### src/pkg/drs_pkg.sv
// Shared constants and types for the mode-register set-point block.
// Assumes both ends run on one clock and one synchronous reset.
package drs_pkg;
   // Mode register addresses on the command bus.
   localparam logic [7:0] DRS_MA_OPTION = 8'h0d;
   localparam logic [7:0] DRS_MA_DQREF = 8'h0e;
   // Option control register field positions.
   localparam int DRS_OPT_TRAIN = 0;
   localparam int DRS_OPT_PREAMBLE = 1;
   localparam int DRS_OPT_REFOUT = 2;
   localparam int DRS_OPT_FASTSETTLE = 3;
   localparam int DRS_OPT_RATEOPT = 4;
   localparam int DRS_OPT_MASKDIS = 5;
   localparam int DRS_OPT_FSPWR = 6;
   localparam int DRS_OPT_FSPOP = 7;
   localparam logic [7:0] DRS_OPT_RESET = 8'h00;
   // Data-reference register layout.
   localparam int DRS_REF_RANGE = 6;
   localparam logic [5:0] DRS_LEVEL_MAX = 6'h32;
   localparam logic [5:0] DRS_LEVEL_RESET = 6'h0d;
   localparam logic DRS_RANGE_RESET = 1'b1;
   // Refresh-rate report codes that the option bit hides.
   localparam logic [2:0] DRS_RATE_HIDDEN_A = 3'h1;
   localparam logic [2:0] DRS_RATE_HIDDEN_B = 3'h2;
   localparam logic [2:0] DRS_RATE_SUBST = 3'h3;
   localparam logic [5:0] DRS_CA_ZERO = 6'h00;
   localparam logic [7:0] DRS_BYTE_ZERO = 8'h00;

   typedef enum logic [1:0] {
      DRS_CMD_NOP,
      DRS_CMD_MRW,
      DRS_CMD_MRR,
      DRS_CMD_MASKWR
   } drs_cmd_t;

   typedef enum logic [1:0] {
      DRS_REQ_OPT_WR,
      DRS_REQ_REF_WR,
      DRS_REQ_REF_RD,
      DRS_REQ_MASKWR
   } drs_req_t;
endpackage

### src/pkg/drs_if.sv
// Command/address and data link between memory controller and device.
// Assumes both ends share clock; testbench connects the two modports.
`timescale 1ns/1ps
`default_nettype none
interface drs_if;
   import drs_pkg::*;
   logic cke;
   logic cmdValid;
   drs_cmd_t cmdKind;
   logic [7:0] addr;
   logic [7:0] op;
   logic [5:0] ca;
   logic [7:0] dqOut;
   logic dqOe;
   logic dqValid;
   logic [2:0] refreshCode;

   modport device (
      input cke, cmdValid, cmdKind, addr, op, ca,
      output dqOut, dqOe, dqValid, refreshCode
   );
   modport controller (
      output cke, cmdValid, cmdKind, addr, op, ca,
      input dqOut, dqOe, dqValid, refreshCode
   );
endinterface
`default_nettype wire

### src/verilog/drs_device.sv
// Device end: option control register and the two set-point copies of the
// data-reference register, with read-back and training reflection.
// Assumes the controller drives the link on the same clock edge domain.
//
// Notes on behaviour
// Writing training bit one enters bus training.
// Training with clock enable low reflects address.
// Controller raises clock enable before clearing training.
// Reference output uses only operating set point.
// Fast-settle bit selects high-current reference mode.
// Rate option matters only when feature capable.
// Option clear reports 011 instead of 001/010.
// Controller applies reported refresh code regardless.
// Mask disable makes masked writes illegal.
// Write set point picks accessed reference copy.
// Operating set point picks controlling reference copy.
// Reference register: level 5:0, range bit 6.
// Reference read drives lower byte, reserved zero.
// Two copies; access only write-selected copy.
// Inactive copy never affects operation.
// Written range held until overwrite or reset.
// Controller always writes range with level code.
// Level codes above 110010 are reserved.
// Option register is write-only, eight defined bits.
// Reset loads defaults; option bits cleared.
`timescale 1ns/1ps
`default_nettype none
module drs_device
   import drs_pkg::*;
(
   input wire logic clock, // System clock.
   input wire logic srst, // Synchronous reset, active high.
   drs_if.device bus, // Command link from the controller.
   input wire logic featureCapable, // Device supports the refresh-rate option.
   input wire logic [2:0] thermalCode, // Raw refresh-rate code from the sensor.
   output logic trainingActive, // Command bus training mode.
   output logic preambleTraining, // Read preamble training enabled.
   output logic refOutEnable, // Reference voltage is driven to the pins.
   output logic [5:0] refOutLevel, // Level shown while reference output is on.
   output logic refOutRange, // Range shown while reference output is on.
   output logic fastSettle, // Reference circuit in high-current mode.
   output logic maskDisable, // Data masking disabled.
   output logic maskedWriteIllegal, // Pulse: masked write while masking is off.
   output logic [5:0] activeLevel, // Operating reference level code.
   output logic activeRange // Operating reference range.
);
   logic [7:0] optionReg;
   logic [6:0] dqRefReg [2];
   logic ignoreAll;
   logic cmdTake;
   logic wrSel;
   logic opSel;
   logic [2:0] rateCode;
   logic [7:0] dqOutReg;
   logic dqOeReg;
   logic dqValidReg;
   logic [2:0] refreshCodeReg;
   logic trainingReg;
   logic preambleReg;
   logic refOutEnReg;
   logic [5:0] refOutLevelReg;
   logic refOutRangeReg;
   logic fastSettleReg;
   logic maskDisableReg;
   logic illegalReg;
   logic [5:0] activeLevelReg;
   logic activeRangeReg;

   // While training with clock enable low the command decoder is blind.
   assign ignoreAll = optionReg[DRS_OPT_TRAIN] && !bus.cke;
   assign cmdTake = bus.cmdValid && !ignoreAll;
   assign wrSel = optionReg[DRS_OPT_FSPWR];
   assign opSel = optionReg[DRS_OPT_FSPOP];

   // The option register cannot be read back; only its effects are visible.
   always_ff @(posedge clock) begin
      if (srst) begin
         optionReg <= DRS_OPT_RESET;
      end else if (cmdTake && bus.cmdKind == DRS_CMD_MRW && bus.addr == DRS_MA_OPTION) begin
         optionReg <= bus.op;
      end
   end

   // Only the copy named by the write selector is reached. A reserved level
   // code is dropped whole so the held setting never becomes undefined.
   always_ff @(posedge clock) begin
      if (srst) begin
         dqRefReg[0] <= {DRS_RANGE_RESET, DRS_LEVEL_RESET};
         dqRefReg[1] <= {DRS_RANGE_RESET, DRS_LEVEL_RESET};
      end else if (cmdTake && bus.cmdKind == DRS_CMD_MRW && bus.addr == DRS_MA_DQREF
                   && bus.op[5:0] <= DRS_LEVEL_MAX) begin
         dqRefReg[wrSel] <= bus.op[6:0];
      end
   end

   // Read data and training reflection share the lower data byte.
   always_ff @(posedge clock) begin
      if (srst) begin
         dqOutReg <= DRS_BYTE_ZERO;
         dqOeReg <= 1'b0;
         dqValidReg <= 1'b0;
      end else if (ignoreAll) begin
         dqOutReg <= {2'b00, bus.ca};
         dqOeReg <= 1'b1;
         dqValidReg <= 1'b1;
      end else if (cmdTake && bus.cmdKind == DRS_CMD_MRR) begin
         if (bus.addr == DRS_MA_DQREF) begin
            dqOutReg <= {1'b0, dqRefReg[wrSel]};
         end else begin
            dqOutReg <= DRS_BYTE_ZERO;
         end
         dqOeReg <= 1'b1;
         dqValidReg <= 1'b1;
      end else begin
         dqOutReg <= DRS_BYTE_ZERO;
         dqOeReg <= 1'b0;
         dqValidReg <= 1'b0;
      end
   end

   // Hiding the two fast-refresh codes only applies to capable parts.
   always_comb begin
      rateCode = thermalCode;
      if (featureCapable && !optionReg[DRS_OPT_RATEOPT]) begin
         if (thermalCode == DRS_RATE_HIDDEN_A || thermalCode == DRS_RATE_HIDDEN_B) begin
            rateCode = DRS_RATE_SUBST;
         end
      end
   end

   always_ff @(posedge clock) begin
      if (srst) begin
         refreshCodeReg <= DRS_RATE_SUBST;
      end else begin
         refreshCodeReg <= rateCode;
      end
   end

   // Control outputs follow the option register one cycle later.
   always_ff @(posedge clock) begin
      if (srst) begin
         trainingReg <= 1'b0;
         preambleReg <= 1'b0;
         fastSettleReg <= 1'b0;
         maskDisableReg <= 1'b0;
      end else begin
         trainingReg <= optionReg[DRS_OPT_TRAIN];
         preambleReg <= optionReg[DRS_OPT_PREAMBLE];
         fastSettleReg <= optionReg[DRS_OPT_FASTSETTLE];
         maskDisableReg <= optionReg[DRS_OPT_MASKDIS];
      end
   end

   // The operating copy alone steers the reference; edits to the other copy
   // are invisible here until the operating selector flips.
   always_ff @(posedge clock) begin
      if (srst) begin
         activeLevelReg <= DRS_LEVEL_RESET;
         activeRangeReg <= DRS_RANGE_RESET;
      end else begin
         activeLevelReg <= dqRefReg[opSel][5:0];
         activeRangeReg <= dqRefReg[opSel][DRS_REF_RANGE];
      end
   end

   always_ff @(posedge clock) begin
      if (srst) begin
         refOutEnReg <= 1'b0;
         refOutLevelReg <= DRS_LEVEL_RESET;
         refOutRangeReg <= DRS_RANGE_RESET;
      end else begin
         refOutEnReg <= optionReg[DRS_OPT_REFOUT];
         refOutLevelReg <= dqRefReg[opSel][5:0];
         refOutRangeReg <= dqRefReg[opSel][DRS_REF_RANGE];
      end
   end

   // A masked write with masking off is dropped and flagged for one cycle.
   always_ff @(posedge clock) begin
      if (srst) begin
         illegalReg <= 1'b0;
      end else begin
         illegalReg <= cmdTake && bus.cmdKind == DRS_CMD_MASKWR && optionReg[DRS_OPT_MASKDIS];
      end
   end

   assign bus.dqOut = dqOutReg;
   assign bus.dqOe = dqOeReg;
   assign bus.dqValid = dqValidReg;
   assign bus.refreshCode = refreshCodeReg;
   assign trainingActive = trainingReg;
   assign preambleTraining = preambleReg;
   assign refOutEnable = refOutEnReg;
   assign refOutLevel = refOutLevelReg;
   assign refOutRange = refOutRangeReg;
   assign fastSettle = fastSettleReg;
   assign maskDisable = maskDisableReg;
   assign maskedWriteIllegal = illegalReg;
   assign activeLevel = activeLevelReg;
   assign activeRange = activeRangeReg;
endmodule
`default_nettype wire

### src/flat_wrapper.sv
// flat-port wrapper written by rule: the top's interface ports become plain ports
module drs_device_flat import drs_pkg::*;
  (clock, srst, featureCapable, thermalCode, trainingActive, preambleTraining, refOutEnable, refOutLevel, refOutRange, fastSettle, maskDisable, maskedWriteIllegal, activeLevel, activeRange, bus_cke, bus_cmdValid, bus_cmdKind, bus_addr, bus_op, bus_ca, bus_dqOut, bus_dqOe, bus_dqValid, bus_refreshCode);
  drs_if bus_i ();
  input wire logic clock;
  input wire logic srst;
  input wire logic featureCapable;
  input wire logic [2:0] thermalCode;
  output logic trainingActive;
  output logic preambleTraining;
  output logic refOutEnable;
  output logic [5:0] refOutLevel;
  output logic refOutRange;
  output logic fastSettle;
  output logic maskDisable;
  output logic maskedWriteIllegal;
  output logic [5:0] activeLevel;
  output logic activeRange;
  input wire logic [$bits(bus_i.cke)-1:0] bus_cke;
  input wire logic [$bits(bus_i.cmdValid)-1:0] bus_cmdValid;
  input wire logic [$bits(bus_i.cmdKind)-1:0] bus_cmdKind;
  input wire logic [$bits(bus_i.addr)-1:0] bus_addr;
  input wire logic [$bits(bus_i.op)-1:0] bus_op;
  input wire logic [$bits(bus_i.ca)-1:0] bus_ca;
  output wire logic [$bits(bus_i.dqOut)-1:0] bus_dqOut;
  output wire logic [$bits(bus_i.dqOe)-1:0] bus_dqOe;
  output wire logic [$bits(bus_i.dqValid)-1:0] bus_dqValid;
  output wire logic [$bits(bus_i.refreshCode)-1:0] bus_refreshCode;
  assign bus_i.cke = bus_cke;
  assign bus_i.cmdValid = bus_cmdValid;
  assign bus_i.cmdKind = bus_cmdKind;
  assign bus_i.addr = bus_addr;
  assign bus_i.op = bus_op;
  assign bus_i.ca = bus_ca;
  assign bus_dqOut = bus_i.dqOut;
  assign bus_dqOe = bus_i.dqOe;
  assign bus_dqValid = bus_i.dqValid;
  assign bus_refreshCode = bus_i.refreshCode;
  drs_device u_core (.clock(clock), .srst(srst), .bus(bus_i), .featureCapable(featureCapable), .thermalCode(thermalCode), .trainingActive(trainingActive), .preambleTraining(preambleTraining), .refOutEnable(refOutEnable), .refOutLevel(refOutLevel), .refOutRange(refOutRange), .fastSettle(fastSettle), .maskDisable(maskDisable), .maskedWriteIllegal(maskedWriteIllegal), .activeLevel(activeLevel), .activeRange(activeRange));
endmodule
### config.mk
export PLATFORM = sky130hd
export DESIGN_NAME = drs_device_flat
export DESIGN_NICKNAME = d
export VERILOG_FILES = /design/src/pkg/drs_pkg.sv /design/src/pkg/drs_if.sv /design/src/verilog/drs_device.sv /design/src/flat_wrapper.sv
export SDC_FILE = /design/constraint.sdc
export NUM_CORES = 1
export LEC_CHECK = 0
export ABC_AREA = 1
export BUFFER_PORTS_ARGS = -buffer_cell sky130_fd_sc_hd__clkbuf_2
export CORE_ASPECT_RATIO = 1.25
export CORE_UTILIZATION = 40
export CTS_CLUSTER_DIAMETER = 80
export DETAILED_ROUTE_END_ITERATION = 8
export PLACE_DENSITY = 0.67
export SETUP_SLACK_MARGIN = 0.05
export SYNTH_ARGS = -nofsm -noshare
export SYNTH_HDL_FRONTEND = slang
export SYNTH_SLANG_ARGS = --single-unit
### constraint.sdc
create_clock -name clock -period 1.4 [get_ports clock]
set_input_delay 0.07 -clock clock [delete_from_list [all_inputs] [get_ports clock]]
set_output_delay 0.07 -clock clock [all_outputs]
set_load 0.01 [all_outputs]
# After elaboration in Yosys (flattened, before gate mapping)
# Memories as Yosys holds them, arrays and structs flattened. A register that Yosys moved wholly into a read port is not among the register bits.
# Index checks and enable logic that the tools add are counted.
dict set report op_classes {
  n_bitwise 2
  mux 17
  n_eq_ne 7
  n_reduce_logical 17
  n_lt_le_gt_ge 1
}
# cell n
set ops {}
lappend ops {{two-way mux 6 bit} 3}
lappend ops {{== test 8 x 4 -> 1 bit (second input constant)} 2}
lappend ops {{two-way mux 1 bit} 11}
lappend ops {{logical AND 1 bit} 10}
lappend ops {{two-way mux 7 bit} 1}
lappend ops {{OR reduction 7 bit} 1}
lappend ops {{<= comparator 6 bit (second input constant)} 1}
lappend ops {{two-way mux 3 bit} 2}
lappend ops {{== test 2 bit (second input constant)} 2}
lappend ops {{OR reduction 4 bit} 1}
lappend ops {{== test 3 x 1 -> 1 bit (second input constant)} 1}
lappend ops {{== test 3 x 2 -> 1 bit (second input constant)} 1}
lappend ops {{logical NOT 1 bit} 3}
lappend ops {{OR reduction 3 bit} 1}
lappend ops {{== test 2 x 1 -> 1 bit (second input constant)} 1}
lappend ops {{inverter 1 bit} 2}
lappend ops {{logical OR 1 bit} 1}
dict set report totals {
  ramBits 14
  in_bits 32
  out_inout_bits 33
  register_bits 26
  wordCells 57
  mem_count 1
}
# memory depth word_bits read_ports rd_clocked_by_memory_dff wr line_no
set mem_list {}
lappend mem_list {u_core.dqRefReg 2 7 2 2 2 drs_device.sv:48} ;# logic [6:0] dqRefReg [2];

# Depth between registers and ports, before layout
dict set report depth {
  ltp_word 12
  mapped_depth 8
  ltp_nobuf 7
}

# Least setup slack after synthesis
# OpenSTA, ideal clock, no wires.
dict set report synth_path {
  path_kind {register to register}
  from {register u_core.optionReg[0]}
  to {memory u_core.dqRefReg[0][0], enable pin}
  path_slack_ns -0.031
  stages_incl_launch_ff 6
  period_less_slack_ns 1.431
  t_arrival_ns 1.108
  path_buffers 0
  required_ns 1.076
  cell_sequence {dfxtp_1 nand2_2 nand2_4 nor3_4 nand3_2 nand2_1}
}
# element line_no
set synth_rtl {}
lappend synth_rtl {{start, declared} drs_device.sv:47} ;# logic [7:0] optionReg;
lappend synth_rtl {{start signal, assigned} drs_device.sv:80} ;# optionReg <= bus.op;
lappend synth_rtl {{end, declared} drs_device.sv:48}

==> flow_summary.ini <==
[outcome]
outcome = finished, final reports clean

[yosys]
synth_cells = 239
synth.avg_cell_area_um2 = 8.334
yosysSeqAreaShare_pct = 54.27
synthDistinctLibCells = 22
synth_area_mm2 = 0.001992
syn-num-nets = 271
yosys_warnings = 0
ys_ff_latch = 47

[clocking]
cts_buffers = 5
path_clk_slew_ps = 80
tritoncts = yes
cts_htree_levels = 2
root_buffer = clkbuf_8
clkSinkCount = 47
clk_path_buf_depth = 2
clock_latency_ps = 290

[layout]
final_common_cell = clkbuf_2
nFillCells = 481
areaGrowthSynthToFinish_pct = 27.70
nets = 343
final_cells = 372
drive_above_1_share_pct = 29.49
layout_common_cells = 63 x clkbuf_2, 36 x nor2_1, 33 x nand2_1, 33 x inv_1, 32 x dfxtp_1
fin_area_mm2 = 0.002544
antennaDiodeCount = 0

[timing]
finalClockSkew_ps = 4.332
min_period_ps = 1376
hold_viol_final = 0
finalSetupViolCount = 0
fin_setup_tns_ps = 0
period_share_pct = 98.28
fmax_mhz = 726.8
setup_slack_ps = 24.09
rsz0062_at_grt = true
maxSlewViolCount = 0

[pwr]
power_density_mw_per_mm2 = 967.8
p_leak_uw = 0.001182
power_uw = 2462
vdd_drop_max_mv = 0.6916

[global_routing]
track_usage_pct = 17.25
grt_overflow_total = 0
grt_pass1_wl_um = 6789
grt_antenna_before_repair = 0
grt_pass1_vias = 1552
grt_max_degree = 17

[route]
vias = 1729
viasPerCell = 4.648
wl_um = 4217
drc = 0
antenna_left = 0
dr.first_iter.drc_count = 53
first_pass_iters = 4
detail_route.wl_per_cell_um = 11.34

[min_path]
hold_class = in2reg

[run]
maxCapViolCount = 0

[floorplan]
die_area_mm2 = 0.005267
die_y_um = 80.90
die_w_um = 65.12
initial_core_util_pct = 41.81
core_area_mm2 = 0.004765
rows = 28
pin_count = 65

[critical_path]
endpoint_kind = flop
cp_max_fo = 7
crit_type = reg2reg
worstSetupStartpointType = flop
cp.required_ps = 1410
worstPathArrival_ps = 1380

[place]
gp_congestion = 0.8287
dp.cells = 354
dpl-instance-area_mm2 = 0.002352
place_ws_ps = 29.05
io_buffer_count = 63
dp_hpwl_um = 3146
metal layers:
layer	vias to the layer above	part of all wire (%)	track usage [%]
li1	903	-	-
met1	762	42	18.94
met2	58	51	30.00
met3	6	4.6	4.213
met4	0	1.8	10.22
met5	-	0	0
per-stage QoR:
stage          utilization [%]  hold WS (ps)
2_1_floorplan                -         152.6
6_report                 53.39         11.43
3_5_place_dp             49.37         280.1
5_1_grt                  53.39         30.80
3_3_place_gp             49.37         262.9
4_1_cts                  52.97         3.347
timing repair:
| item | 4_1_cts | 5_1_grt |
|---|---|---|
| pin swaps | 1 | 5 |
| hold buffers | 8 | 0 |
| cloned | 0 | 0 |
| setup endpoints to repair | 16 | 18 |
| buffers inserted | 0 | 2 |
| endpoints found under the hold margin | 8 | 0 |
| resized for setup | 0 | 1 |
path summary, 6_finish.rpt:
kind / start / endpoint / slack (ps) / cells past startpoint
setup reg to reg: u_core.optionReg[0] / u_core.dqRefReg[1][5] / 20 / 5
hold reg to reg: u_core.optionReg[5] / u_core.maskDisable / 430 / 2
hold / removal: bus_ca[4] / u_core.bus.dqOut[4] / 10 / 3
setup / recovery: u_core.optionReg[0] / u_core.dqRefReg[1][5] / 20 / 5
worst max-delay path, stage by stage (launching register included):
cell and delay (ps):
dfxtp_2 350, nand2_4 100, nand2_4 80, nor3_4 240, nand3_2 170, nand2_4 160
Yosys cell counts:
cell type | instances | area [um2]
nand2_4 | 1 | 11.26
buf_2 | 1 | 5.000
nand4_1 | 9 | 56.30
nor2_1 | 36 | 135.1
a21oi_1 | 17 | 85.08
nand2_2 | 1 | 6.260
clkinv_1 | 1 | 3.750
o211ai_1 | 2 | 15.01
nand3_2 | 2 | 20.02
nor2_2 | 4 | 25.02
inv_1 | 33 | 123.9
a31oi_1 | 2 | 12.51
nor3_4 | 1 | 16.27
edfxtp_1 | 14 | 420.4
nor2_4 | 1 | 11.26
o21ai_0 | 14 | 70.07
clkbuf_1 | 3 | 11.26
conb_1 | 1 | 3.750
dfxtp_1 | 33 | 660.6
nand2_1 | 35 | 131.4
buf_4 | 11 | 82.58
nand3_1 | 17 | 85.08
layout make-up:
cell class                 count  area (um2)  share of cell area [%]
sequential                    47        1082                   42.55
multi-input combinational    143       704.4                   27.69
timing repair buffer          80       462.9                   18.20
inverter                      34       127.6                   5.017
clock buffer                   7       86.33                   3.394
tap                           60       75.07                   2.951
clock inverter                 1       5.005                  0.1968
where the power goes:
group | total [uW] | switching [uW] | internal (uW)
clock network | 830 | 431 | 399
logic | 208 | 118 | 89.7
registers | 1420 | 7.76 | 1420
flip-flops by register name (all words and copies together), names as in the netlist, 3 cells and up, named ones only:
name,flops
u_core.dqRefReg,14
u_core.bus.refreshCode,3
u_core.bus.dqOut,7
u_core.activeLevel,6
u_core.optionReg,8
cells by family (layout without fill, tap and decap cells):
family	after synthesis	in the layout	share of synthesized area (%)
simple gates	107	107	25.00
buf+inv	49	122	11.37
flops	47	47	54.27
compound gates	35	35	9.171
other cells	1	1	0.1883
Power figures use the tool's default switching activity.
